## config.mk

```make
export PLATFORM = sky130hd
export DESIGN_NAME = cst_top
export DESIGN_NICKNAME = d
export VERILOG_FILES = /design/src/core/cst_pkg.sv /design/src/core/cst_sync.sv /design/src/core/cst_top.sv
export SDC_FILE = /design/constraint.sdc
export NUM_CORES = 1
export LEC_CHECK = 0
export BUFFER_PORTS_ARGS = -buffer_cell sky130_fd_sc_hd__buf_2
export CORE_UTILIZATION = 45
export CTS_BUF_LIST = sky130_fd_sc_hd__clkbuf_16
export DETAILED_ROUTE_END_ITERATION = 10
export SYNTH_ARGS = -nofsm -noshare
export SYNTH_HDL_FRONTEND = slang
export SYNTH_SLANG_ARGS = --single-unit
export TNS_END_PERCENT = 50
```

## constraint.sdc

```tcl
create_clock -name clk -period 3.41 [get_ports clk]
set_input_delay 0.682 -clock clk [delete_from_list [all_inputs] [get_ports clk]]
set_output_delay 0.682 -clock clk [all_outputs]
set_load 0.02 [all_outputs]
```

## src/core/cst_pkg.sv

```systemverilog
// Constants and types for the charger supervisor timers
package cst_pkg;
    localparam int unsigned CLK_HZ = 100_000_000;
    // Slow timer tick period
    localparam int unsigned TICK_US = 1000;
    localparam int unsigned TICK_CYC = (CLK_HZ / 1_000_000) * TICK_US;
    localparam logic [16:0] TICK_LAST = 17'(TICK_CYC - 1);
    localparam int unsigned WDOG_S = 30;
    localparam logic [23:0] WDOG_TICKS = 24'(WDOG_S * 1000_000 / TICK_US);
    localparam int unsigned SAFE_DEFAULT_MIN = 27;
    localparam logic [23:0] SAFE_DEFAULT_TICKS = 24'(SAFE_DEFAULT_MIN * 60 * 1000_000 / TICK_US);
    // Status pulse width
    localparam int unsigned PULSE_US = 128;
    localparam logic [15:0] PULSE_CYC = 16'((CLK_HZ / 1_000_000) * PULSE_US);
    // Short-circuit retry deglitch
    localparam int unsigned DEGLITCH_US = 64;
    localparam logic [15:0] DEGLITCH_CYC = 16'((CLK_HZ / 1_000_000) * DEGLITCH_US);
    // Fault field codes
    localparam logic [2:0] FLT_NORMAL = 3'h0;
    localparam logic [2:0] FLT_THERMAL = 3'h1;
    localparam logic [2:0] FLT_BATTEMP = 3'h2;
    localparam logic [2:0] FLT_WDOG = 3'h3;
    localparam logic [2:0] FLT_SAFETY = 3'h4;
    localparam logic [2:0] FLT_SUPPLY = 3'h5;
    localparam logic [2:0] FLT_BATTERY = 3'h7;
    // Temperature status normal code
    localparam logic [1:0] TEMP_NORMAL = 2'h0;
    // Fallback register defaults, in register units
    localparam logic [5:0] DEF_VREG = 6'h05;
    localparam logic [4:0] DEF_ICHG = 5'h04;
    localparam logic [2:0] DEF_ILIM = 3'h4;
    localparam logic DEF_CHG_DIS = 1'b0;
    localparam logic DEF_HIZ = 1'b0;
    localparam logic DEF_TERM_EN = 1'b1;
    localparam logic [1:0] DEF_TMR_SEL = 2'h1;
    typedef enum logic [2:0] {
        CST_SC_ON = 3'b001,
        CST_SC_OFF = 3'b010,
        CST_SC_IDLE = 3'b100
    } cst_sc_e;
endpackage

```

## src/core/cst_sync.sv

```systemverilog
// Two-flop synchroniser bank
module cst_sync #(
    parameter int W = 1
) (
    input wire logic clk,
    input wire logic sys_rst,
    input wire logic [W-1:0] async_in,
    output logic [W-1:0] sync_out
);
    logic [W-1:0] meta_q;
    always_ff @(posedge clk) begin
        if (sys_rst) begin
            meta_q <= '0;
            sync_out <= '0;
        end else begin
            meta_q <= async_in;
            sync_out <= meta_q;
        end
    end
endmodule

```

## src/core/cst_top.sv

```systemverilog
// Charger supervisor: watchdog, safety timer, fallback mode and fault reactions
// What this block does
// RULE1 - Battery overvoltage stops converter, FET on, flags
// RULE2 - Battery-only: FET on, short retries after deglitch
// RULE3 - Battery under lockout keeps FET off
// RULE4 - Discharge gate on: no input, high-Z, disable
// RULE5 - Fallback on low battery, watchdog, early fault exit
// RULE6 - Fallback reloads defaults, restarts safety timer
// RULE7 - Defaults: 3.6V, 1A, 1.5A
// RULE8 - Any host register write leaves fallback
// RULE9 - Terminated charge not restarted by fallback
// RULE10 - Safety expiry halts, disables charge, pulses
// RULE11 - Safety fault cleared by toggling charge-disable
// RULE12 - Changing timer duration resets safety count
// RULE13 - First host access starts 30 s watchdog
// RULE14 - Kick bit restarts watchdog, self-clears
// RULE15 - Watchdog expiry enters fallback, keeps charging
// RULE16 - Disable pin high: no charge, high-Z
// RULE17 - Disable pin high resets safety timer
// RULE18 - Gate regulator on with input present unless lockout, sleep, thermal
// RULE19 - Thermistor monitor off reports normal temperature
// RULE20 - Thermal shutdown suspends, freezes timers, pulses
// RULE21 - Sleep: converter off, FET on, gate low, pulse
// RULE22 - Sleep exit clears status, new charge cycle
// RULE23 - Three-bit fault field encoding
// RULE24 - Charge-disable bit: 1 disables, resets 0
// RULE25 - Timers count a fixed slow tick
module cst_top
    import cst_pkg::*;
(
    input wire logic clk,
    input wire logic sys_rst,
    input wire logic chip_disable_pin,
    input wire logic input_present,
    input wire logic input_uvlo,
    input wire logic input_below_sleep,
    input wire logic bat_ovp,
    input wire logic bat_above_uvlo,
    input wire logic bat_below_3v6,
    input wire logic bat_short,
    input wire logic thermal_hot,
    input wire logic thermal_cool,
    input wire logic [1:0] therm_status_raw,
    input wire logic charge_terminated,
    input wire logic host_access,
    input wire logic host_wr,
    input wire logic wr_kick,
    input wire logic wr_chg_dis,
    input wire logic wr_hiz,
    input wire logic wr_term_en,
    input wire logic wr_therm_en,
    input wire logic [1:0] wr_tmr_sel,
    input wire logic [5:0] wr_vreg,
    input wire logic [4:0] wr_ichg,
    input wire logic [2:0] wr_ilim,
    output logic converter_en,
    output logic battery_fet_on,
    output logic discharge_gate_drive,
    output logic gate_driver_regulator,
    output logic charging,
    output logic status_pulse,
    output logic [2:0] fault_code,
    output logic [1:0] temp_status,
    output logic bat_ovp_flag,
    output logic fallback_mode,
    output logic watchdog_kick_bit,
    output logic chg_dis_bit,
    output logic high_impedance_mode_bit,
    output logic term_en_bit,
    output logic [1:0] tmr_sel_bit,
    output logic [5:0] vreg_set,
    output logic [4:0] ichg_set,
    output logic [2:0] ilim_set
);
    import cst_pkg::*;

    localparam int NS = 10;
    logic [NS-1:0] raw_in;
    logic [NS-1:0] s_in;
    assign raw_in = {chip_disable_pin, input_present, input_uvlo, input_below_sleep, bat_ovp,
                     bat_above_uvlo, bat_below_3v6, bat_short, thermal_hot, thermal_cool};
    cst_sync #(.W(NS)) u_sync (
        .clk(clk),
        .sys_rst(sys_rst),
        .async_in(raw_in),
        .sync_out(s_in)
    );
    logic dis_pin_s, vin_s, uvlo_s, slp_s, bovp_s, bok_s, blow_s, bsc_s, hot_s, cool_s;
    assign {dis_pin_s, vin_s, uvlo_s, slp_s, bovp_s, bok_s, blow_s, bsc_s, hot_s, cool_s} = s_in;

    // Register file and control bits
    logic kick_q, chg_dis_q, hiz_q, term_q, therm_en_q, fb_q, host_seen_q;
    logic [1:0] tmr_sel_q;
    logic [5:0] vreg_q;
    logic [4:0] ichg_q;
    logic [2:0] ilim_q;
    logic enter_fb, safety_exp, wdog_exp;
    logic safety_flt_q, tsd_q, sleep_q, dis_pin_q, fault_any_q;

    // Fallback entry: conditions evaluated each cycle
    logic fault_exit;
    assign fault_exit = fault_any_q && !(tsd_q || sleep_q || bovp_s);
    assign enter_fb = !fb_q && ((!host_seen_q && !chg_dis_q && blow_s) // [RULE5]
                              || (wdog_exp && !safety_flt_q)           // [RULE5] [RULE15]
                              || (!host_seen_q && fault_exit));        // [RULE5]

    always_ff @(posedge clk) begin
        if (sys_rst) begin
            fb_q <= 1'b0;
        end else if (enter_fb) begin
            fb_q <= 1'b1;
        end else if (host_wr) begin
            fb_q <= 1'b0; // [RULE8]
        end
    end

    always_ff @(posedge clk) begin
        if (sys_rst || enter_fb) begin
            // Defaults reload on fallback entry [RULE6] [RULE7] [RULE24]
            chg_dis_q <= DEF_CHG_DIS;
            hiz_q <= DEF_HIZ;
            term_q <= DEF_TERM_EN;
            therm_en_q <= 1'b1;
            tmr_sel_q <= DEF_TMR_SEL;
            vreg_q <= DEF_VREG;
            ichg_q <= DEF_ICHG;
            ilim_q <= DEF_ILIM;
        end else if (safety_exp) begin
            chg_dis_q <= 1'b1; // [RULE10]
        end else if (host_wr) begin
            chg_dis_q <= wr_chg_dis;
            hiz_q <= wr_hiz;
            term_q <= wr_term_en;
            therm_en_q <= wr_therm_en;
            tmr_sel_q <= wr_tmr_sel;
            vreg_q <= wr_vreg;
            ichg_q <= wr_ichg;
            ilim_q <= wr_ilim;
        end
    end

    // Kick bit: set by host, cleared once watchdog restarted
    always_ff @(posedge clk) begin
        if (sys_rst) begin
            kick_q <= 1'b0;
        end else if (host_wr && wr_kick) begin
            kick_q <= 1'b1;
        end else if (kick_q) begin
            kick_q <= 1'b0; // [RULE14]
        end
    end

    always_ff @(posedge clk) begin
        if (sys_rst) begin
            host_seen_q <= 1'b0;
        end else if (host_access) begin
            host_seen_q <= 1'b1; // [RULE13]
        end
    end

    // Slow tick shared by both timers; frozen in thermal shutdown
    logic [16:0] tick_cnt_q;
    logic tick;
    assign tick = (tick_cnt_q == TICK_LAST) && !tsd_q; // [RULE25] [RULE20]
    always_ff @(posedge clk) begin
        if (sys_rst || tick_cnt_q == TICK_LAST) begin
            tick_cnt_q <= '0;
        end else begin
            tick_cnt_q <= tick_cnt_q + 17'h1;
        end
    end

    // Watchdog
    logic [23:0] wdog_cnt_q;
    logic wdog_run_q;
    assign wdog_exp = wdog_run_q && (wdog_cnt_q == WDOG_TICKS);
    always_ff @(posedge clk) begin
        if (sys_rst) begin
            wdog_run_q <= 1'b0;
            wdog_cnt_q <= '0;
        end else if (wdog_exp) begin
            wdog_run_q <= 1'b0;
            wdog_cnt_q <= '0;
        end else if ((host_access && !host_seen_q) || kick_q) begin
            wdog_run_q <= 1'b1; // [RULE13] [RULE14]
            wdog_cnt_q <= '0;
        end else if (wdog_run_q && tick) begin
            wdog_cnt_q <= wdog_cnt_q + 24'h1; // [RULE25]
        end
    end

    // Safety timer; length scales with selection, default 27 min
    logic [23:0] safe_cnt_q, safe_limit;
    logic chg_active;
    always_comb begin
        case (tmr_sel_q)
            2'h0: safe_limit = SAFE_DEFAULT_TICKS >> 1;
            2'h1: safe_limit = SAFE_DEFAULT_TICKS;
            2'h2: safe_limit = SAFE_DEFAULT_TICKS << 1;
            default: safe_limit = 24'hffffff;
        endcase
    end
    assign safety_exp = chg_active && !charge_terminated && (safe_cnt_q == safe_limit);
    logic sel_change;
    assign sel_change = host_wr && (wr_tmr_sel != tmr_sel_q);
    always_ff @(posedge clk) begin
        if (sys_rst || enter_fb || sel_change || (dis_pin_s && !dis_pin_q)) begin
            safe_cnt_q <= '0; // [RULE6] [RULE12] [RULE17]
        end else if (chg_active && tick && safe_cnt_q != safe_limit) begin
            safe_cnt_q <= safe_cnt_q + 24'h1; // [RULE10]
        end
    end

    // Safety fault cleared on a charge-disable toggle; expiry wins
    logic chg_dis_prev_q;
    always_ff @(posedge clk) begin
        if (sys_rst) begin
            safety_flt_q <= 1'b0;
            chg_dis_prev_q <= 1'b0;
        end else begin
            chg_dis_prev_q <= chg_dis_q;
            if (safety_exp) begin
                safety_flt_q <= 1'b1;
            end else if (chg_dis_prev_q && !chg_dis_q) begin
                safety_flt_q <= 1'b0; // [RULE11]
            end
        end
    end

    // Thermal shutdown with hysteresis from the cool comparator
    always_ff @(posedge clk) begin
        if (sys_rst) begin
            tsd_q <= 1'b0;
        end else if (hot_s) begin
            tsd_q <= 1'b1; // [RULE20]
        end else if (cool_s) begin
            tsd_q <= 1'b0;
        end
    end

    always_ff @(posedge clk) begin
        if (sys_rst) begin
            sleep_q <= 1'b0;
            dis_pin_q <= 1'b0;
        end else begin
            sleep_q <= vin_s && !uvlo_s && slp_s; // [RULE21] [RULE22]
            dis_pin_q <= dis_pin_s;
        end
    end

    // Charging permission; terminated cycles stay done across fallback
    logic hiz_any;
    assign hiz_any = hiz_q || dis_pin_s; // [RULE16]
    logic term_done_q;
    always_ff @(posedge clk) begin
        if (sys_rst || sleep_q || !vin_s) begin
            term_done_q <= 1'b0; // [RULE22]
        end else if (term_q && charge_terminated) begin
            term_done_q <= 1'b1; // [RULE9]
        end
    end
    assign chg_active = vin_s && !hiz_any && !chg_dis_q && !safety_flt_q && !tsd_q && !sleep_q
                        && !bovp_s && !term_done_q;

    // Battery-only short-circuit retry
    cst_sc_e sc_q;
    logic [15:0] sc_cnt_q;
    always_ff @(posedge clk) begin
        if (sys_rst || vin_s || !bok_s) begin
            sc_q <= CST_SC_IDLE; // [RULE3]
            sc_cnt_q <= '0;
        end else begin
            case (sc_q)
                CST_SC_IDLE: sc_q <= CST_SC_ON; // [RULE2]
                CST_SC_ON: begin
                    if (bsc_s) begin
                        sc_q <= CST_SC_OFF;
                        sc_cnt_q <= '0;
                    end
                end
                CST_SC_OFF: begin
                    if (sc_cnt_q == DEGLITCH_CYC - 16'h1) begin
                        sc_q <= CST_SC_ON; // [RULE2]
                    end else begin
                        sc_cnt_q <= sc_cnt_q + 16'h1;
                    end
                end
                default: sc_q <= CST_SC_IDLE;
            endcase
        end
    end

    // Fault field with priority; events give one status pulse
    logic [2:0] fault_d;
    always_comb begin
        if (tsd_q) fault_d = FLT_THERMAL; // [RULE23]
        else if (bovp_s) fault_d = FLT_BATTERY;
        else if (sleep_q) fault_d = FLT_SUPPLY;
        else if (safety_flt_q) fault_d = FLT_SAFETY;
        else if (wdog_exp) fault_d = FLT_WDOG;
        else if (therm_en_q && therm_status_raw != TEMP_NORMAL) fault_d = FLT_BATTEMP;
        else if (fault_code == FLT_WDOG && fb_q) fault_d = FLT_WDOG;
        else fault_d = FLT_NORMAL;
    end

    logic [15:0] pulse_cnt_q;
    always_ff @(posedge clk) begin
        if (sys_rst) begin
            fault_code <= FLT_NORMAL;
            fault_any_q <= 1'b0;
            pulse_cnt_q <= '0;
            status_pulse <= 1'b0;
        end else begin
            fault_code <= fault_d;
            fault_any_q <= tsd_q || sleep_q || bovp_s;
            // Any new fault code other than FLT_NORMAL retriggers one pulse [RULE10] [RULE20] [RULE21]
            if (fault_d != fault_code && fault_d != FLT_NORMAL) begin
                pulse_cnt_q <= PULSE_CYC - 16'h1;
                status_pulse <= 1'b1;
            end else if (pulse_cnt_q != 16'h0) begin
                pulse_cnt_q <= pulse_cnt_q - 16'h1;
            end else begin
                status_pulse <= 1'b0;
            end
        end
    end

    // Registered outputs
    always_ff @(posedge clk) begin
        if (sys_rst) begin
            converter_en <= 1'b0;
            battery_fet_on <= 1'b0;
            discharge_gate_drive <= 1'b0;
            gate_driver_regulator <= 1'b0;
            charging <= 1'b0;
            temp_status <= TEMP_NORMAL;
            bat_ovp_flag <= 1'b0;
        end else begin
            converter_en <= vin_s && !hiz_any && !tsd_q && !sleep_q && !bovp_s; // [RULE1] [RULE20] [RULE21]
            if (!bok_s) begin
                battery_fet_on <= 1'b0; // [RULE3]
            end else if (!vin_s) begin
                battery_fet_on <= (sc_q == CST_SC_ON); // [RULE2]
            end else begin
                battery_fet_on <= bovp_s || sleep_q || hiz_any || chg_active; // [RULE1] [RULE21]
            end
            discharge_gate_drive <= (!vin_s || hiz_q || dis_pin_s) && !sleep_q; // [RULE4] [RULE21]
            gate_driver_regulator <= vin_s && !uvlo_s && !slp_s && !tsd_q; // [RULE18]
            charging <= chg_active;
            temp_status <= therm_en_q ? therm_status_raw : TEMP_NORMAL; // [RULE19]
            bat_ovp_flag <= bovp_s; // [RULE1]
        end
    end

    assign fallback_mode = fb_q;
    assign watchdog_kick_bit = kick_q;
    assign chg_dis_bit = chg_dis_q;
    assign high_impedance_mode_bit = hiz_q;
    assign term_en_bit = term_q;
    assign tmr_sel_bit = tmr_sel_q;
    assign vreg_set = vreg_q;
    assign ichg_set = ichg_q;
    assign ilim_set = ilim_q;
endmodule

```

# [Word level (Yosys, flattened, before mapping)]
# Cells that the tools add are included.
[totals] reg_bits=163 inputBits=38 out_inout_bits=33 word_cells=180
[classes] n_addsub=5 eq_ne=17 mux=28 bitwise_logic=3 n_reduce_logical=90
[ops] operator="$pmux 24 s3" count=1
[ops] operator="$add 24x1->24 const B" count=2
[ops] operator="$logic_and 1x1->1" count=37
[ops] operator="$mux 16" count=2
[ops] operator="$pmux 16 s2" count=1
[ops] operator="$mux 14" count=2
[ops] operator="$eq 24x15->1 const B" count=1
[ops] operator="$eq 24x24->1" count=1
[ops] operator="$ne 24x24->1" count=1
[ops] operator="$logic_or 1x1->1" count=19
[ops] operator="$mux 3" count=6
[ops] operator="$add 17x1->17 const B" count=1
[ops] operator="$eq 17x17->1 const B" count=1
[ops] operator="$add 16x1->16 const B" count=1
[ops] operator="$eq 16x13->1 const B" count=1
[ops] operator="$logic_not 1->1" count=16
[ops] operator="$reduce_bool 16->1" count=1
[ops] operator="$sub 16x1->16 const B" count=1
[ops] operator="$reduce_bool 2->1" count=7
[ops] operator="$mux 1" count=12
[ops] operator="$pmux 3 s3" count=1
[ops] operator="$reduce_or 2->1" count=4
[ops] operator="$eq 3x2->1 const B" count=2
[ops] operator="$mux 2" count=3
[ops] operator="14 further kinds" count=19

# [Depth between registers and ports, before layout]
[depth] depth_word=13 depth_mapped=10 ltp_nobuf=8

# [Hierarchy]
# A second synthesis with hierarchy kept.
[hier_totals] cells_unflattened=867 hier_area_um2=7544.7
[modules_own_cells] mod="cst_top" instances=1 cells_each=825 area_each_um2=6926.6 seq_area_each_um2=2862.7
[modules_own_cells] mod="cst_sync" instances=1 cells_each=42 area_each_um2=618.1 seq_area_each_um2=400.4

# [Least setup slack after synthesis]
# No wires, ideal clock.
[synth_timing] path_kind="flip-flop to flip-flop" from="reg tmr_sel_q[0] (netlist: tmr_sel_bit[0])" to="reg tmr_sel_q[0] (netlist: tmr_sel_bit[0])" setup_ps=129 arrival_time_ps=2616 required_time_ps=3281 slack_ps=665 stages_incl_launch_ff=10 n_path_buf=2 period_less_slack_ps=2745 path_cell_list="dfxtp_1 inv_1 ha_1 or4b_1 a222oi_1 nand3_2 o41ai_4 buf_6 buf_4 a31oi_1"
[synth_between] elab_chain_cells=6 elab_cells_between_ends=8 cone_classes="3 x eq/ne; 1 x mux; 1 x bitwise; 3 x reduce/logical"
[synth_rtl] item="from (decl)" line="cst_top.sv:93" rtl="logic [1:0] tmr_sel_q;"
[synth_rtl] item="from (signal assigned)" line="cst_top.sv:135" rtl="tmr_sel_q <= wr_tmr_sel;"
[synth_rtl] item="$eq 2x2->1 (tied with other cells)" line="cst_top.sv:196" rtl="case (tmr_sel_q)"
[synth_rtl] item="$pmux 24 s3 *" line="cst_top.sv:196"
[synth_rtl] item="$eq 24x24->1 *" line="cst_top.sv:203" rtl="assign safety_exp = chg_active && !charge_terminated && (safe_cnt_q == safe_limit);"
[synth_rtl] item="$logic_and 1x1->1 *" line="cst_top.sv:203"
[synth_rtl] item="$not 1->1 (no line) *"
[synth_rtl] item="$reduce_and 2->1 (no line) *"
# Every way passes the cells marked *; elsewhere a longest branch is shown, timed or not.
# A chain may end at the register's enable or synchronous reset.

# [Final worst setup path]
[layout_timing] from="reg tmr_sel_q[0] (netlist: tmr_sel_bit[0])" to="reg safe_cnt_q[1]"
[layout_between] elab_chain_cells=4 elab_cells_between_ends=10 cone_classes="4 x eq/ne; 1 x mux; 5 x reduce/logical"
[layout_rtl] item="$eq 2x2->1 (tied with other cells)" line="cst_top.sv:196"
[layout_rtl] item="$pmux 24 s3 or $logic_and 1x1->1 (tied branches)" line="cst_top.sv:196, cst_top.sv:205"
[layout_rtl] item="$ne 24x24->1 or $logic_or 1x1->1 (tied branches)" line="cst_top.sv:209, cst_top.sv:207"
[layout_rtl] item="$logic_and 1x1->1 or $logic_or 1x1->1 (tied branches)" line="cst_top.sv:209, cst_top.sv:207"
[layout_rtl] item="to (signal assigned)" line="cst_top.sv:210" rtl="safe_cnt_q <= safe_cnt_q + 24'h1;"
[layout_rtl] item="to (decl)" line="cst_top.sv:193" rtl="logic [23:0] safe_cnt_q, safe_limit;"
# Parallel ways exist; a longest one is shown, timed or not.

==> flow_summary.json <==
{
  "drv_cap": 0,
  "grt_pass1_wl_um": 27400,
  "cp.arrival_ns": 3.19,
  "ff2ff_path_depth": 8,
  "cts_hold_buf": 0,
  "clock_latency_ns": 0.43,
  "drv_slew": 0,
  "root_buffer": "clkbuf_16",
  "h-tree-depth": 4,
  "die_y_um": 132,
  "grt_use_total_pct": 19.6,
  "clkSinkCount": 163,
  "grtUsageMet1_pct": 26.7,
  "worst_clock_skew_ns": 0.00643,
  "die_width_um": 132,
  "synth_enable_flop_cells": 0,
  "worstReg2RegEnd": "safe_cnt_q[1]$_SDFFE_PP0P_",
  "start_util_pct": 45.9,
  "yosysMostFrequentCell": "dfxtp_1",
  "vias_per_cell": 5.37,
  "drt-initial-drc-count": 362,
  "setup_tns_ns": 0,
  "syn_inst": 850,
  "grt_max_degree": 43,
  "path_class": "flip-flop to flip-flop",
  "gp_congestion": 0.826,
  "worstMarginPinSlew_ns": 1.24,
  "diodes": 0,
  "r2r_setup_slack_ns": 0.53,
  "final_layout_size_suffix_gt1_share_pct": 16.8,
  "synth_largest_area_cell": "dfxtp_1",
  "globalRoute.busiestLayer": "met2",
  "wl_per_cell_um": 14.2,
  "netlist_top_cells_area": "dfxtp_1, xor2_1, nor2_1, xnor2_1, nand3_1",
  "wirelength_um": 16200,
  "synth.top_cell.area_share_pct": 43.2,
  "syn_to_final_growth_pct": 14.7,
  "ys_seq_area_share_pct": 43.2,
  "coreArea_um2": 16500,
  "outcome": "completed",
  "rsz0062_at_grt": "no",
  "slew_headroom_pct": 16.9,
  "antenna_found_initial": 0,
  "postCtsResizedCells": 0,
  "final.min_clock_period_ns": 2.88,
  "clock.fmax_ghz": 0.347,
  "num_rows": 47,
  "total_power_w": 0.00428,
  "startpoint_type": "flip-flop",
  "startpoint": "tmr_sel_bit[0]$_SDFFE_PP1P_",
  "grt_pass1_vias": 5510,
  "dieArea_um2": 17300,
  "cts_max_path_buffers": 2,
  "worst-path-max-fanout": 18,
  "end_kind": "flip-flop",
  "p_leak_nw": 3.08,
  "timing.rr.start": "tmr_sel_bit[0]$_SDFFE_PP1P_",
  "portBuffers": 70,
  "finalNetCount": 958,
  "crit_end": "safe_cnt_q[1]$_SDFFE_PP0P_",
  "synth_common_cells": "dfxtp_1, nor2_1, nand2_1",
  "drc": 0,
  "netlist_area_um2": 7560,
  "detail-route-antenna-nets": 0,
  "dp_hpwl_um": 11200,
  "ys_warn_count": 0,
  "num_vias": 6137,
  "min_period_over_period_pct": 84.5,
  "crit_required_ns": 3.72,
  "cts_tree": "yes",
  "powerDensity_nw_per_um2": 493,
  "synth_fp_nets": 899,
  "use_met2_pct": 29.5,
  "hp-class": "flip-flop to flip-flop",
  "ir_worst_vdd_mv": 0.354,
  "syn_area_per_cell_um2": 8.89,
  "synthFlopType": "dfxtp_1",
  "postCtsSetupRepairBufs": 0,
  "hold_viol": 0,
  "ys_ff_latch": 163,
  "clk_pin_slew_worst_paths_ns": 0.07,
  "synth-async-reset-ratio_pct": 0,
  "use_met3_pct": 4.94,
  "ios": 71,
  "grt-ovfl-total": 0,
  "dr.pass1.iters": 4,
  "cts_made_buffers": 17,
  "synth_cell_types": 67,
  "setup_viol": 0
}
-- area by class of cell --
class	instances	area [um2]
clock buffer	17	425
clock inverter	15	149
fill	1562	7800
inverter	16	60.1
multi-input combinational	631	4060
sequential	163	3260
tap	220	275
timing repair buffer	80	438
-- metal layers --
metal | share of wire (%) | wire [um] | vias to the layer above
li1 | - | - | 3175
met1 | 51 | 8290 | 2844
met2 | 44 | 7060 | 103
met3 | 3.9 | 632 | 15
met4 | 1.3 | 218 | 0
met5 | 0 | 0 | -
-- sequential cells by signal (all words and copies together) (netlist names), 2 cells and up --
| name | cells |
|---|---|
| pulse_cnt_q | 16 |
| tmr_sel_bit | 2 |
| ichg_set | 5 |
| wdog_cnt_q | 24 |
| sc_cnt_q | 16 |
| u_sync.meta_q | 10 |
| tick_cnt_q | 17 |
| ilim_set | 3 |
| u_sync.sync_out | 10 |
| vreg_set | 6 |
| safe_cnt_q | 24 |
| fault_code | 3 |
| sc_q | 3 |
| temp_status | 2 |
-- power breakdown --
group,switching [W],internal (W),total (W)
clock network,0.000854,0.00102,0.00188
logic,0.000218,0.000146,0.000363
registers,0.0000588,0.00197,0.00203
total,0.00113,0.00314,0.00428
-- cells by family after synthesis --
kind of cell	share of synthesized area [%]
AOI/OAI and AO/OA	14.4
xor gates and xnor gates	8.23
adders and majority gates	1.82
buffers and inverters	3.26
DFF	43.2
muxes	0.530
and+or+nand+nor	28.6
-- stage by stage --
step | setup slack (ns) | hold slack [ns] | utilization, % | std cells | instance area, um2
floorplan | 0.665 | 0.401 | - | 850 | 7560
global placement | 0.597 | 0.418 | 49.1 | 1110 | 8090
detailed placement | 0.548 | 0.425 | 49.1 | 1110 | 8090
CTS | 0.524 | 0.437 | 52.6 | 1142 | 8670
global route | 0.247 | 0.440 | 52.6 | 1142 | 8670
finish | 0.528 | 0.435 | 52.6 | 1142 | 8670
-- placed cells by master, fill, tap and decap left out, types with 5 or more instances in the layout --
cell type and count:
xor2_1 44, nand2_1 54, and3_1 10, xnor2_1 27, nand4_1 26, dfxtp_1 163
o21ai_0 17, o22ai_1 12, nor4_1 10, inv_1 16, a21oi_1 41, and4_1 5
nor4b_1 7, o31ai_1 11, buf_4 9, o21ai_1 6, buf_2 70, or4_1 15
a211oi_1 16, o21ai_2 11, or3_1 14, o21a_1 6, nor2_1 92, ha_1 11
clkbuf_16 17, nand3_2 12, nand2b_1 13, nor3_1 30, and2_1 10, nor2b_1 29
nand3_1 42
-- worst min path at each step --
stage                                              from                             to  slack [ns]  cells after the start
after floorplan           u_sync.sync_out[7]$_SDFF_PP0_             sleep_q$_SDFF_PP0_        0.40                      1
after global placement      u_sync.meta_q[5]$_SDFF_PP0_  u_sync.sync_out[5]$_SDFF_PP0_        0.42                      1
after detailed placement  u_sync.sync_out[7]$_SDFF_PP0_             sleep_q$_SDFF_PP0_        0.42                      1
after CTS                             input_below_sleep    u_sync.meta_q[6]$_SDFF_PP0_        0.44                      2
after global routing                  input_below_sleep    u_sync.meta_q[6]$_SDFF_PP0_        0.44                      2
final                     u_sync.sync_out[7]$_SDFF_PP0_             sleep_q$_SDFF_PP0_        0.44                      1
-- critical path, cell delays in order, from the launching register on --
cell	delay (ns)
dfxtp_1	0.45
inv_1	0.13
ha_1	0.32
or4b_1	0.47
a222oi_1	0.28
nand3_2	0.21
o21ai_2	0.58
mux2i_1	0.27
nor2_1	0.05
Power figures use the tool's default switching activity.
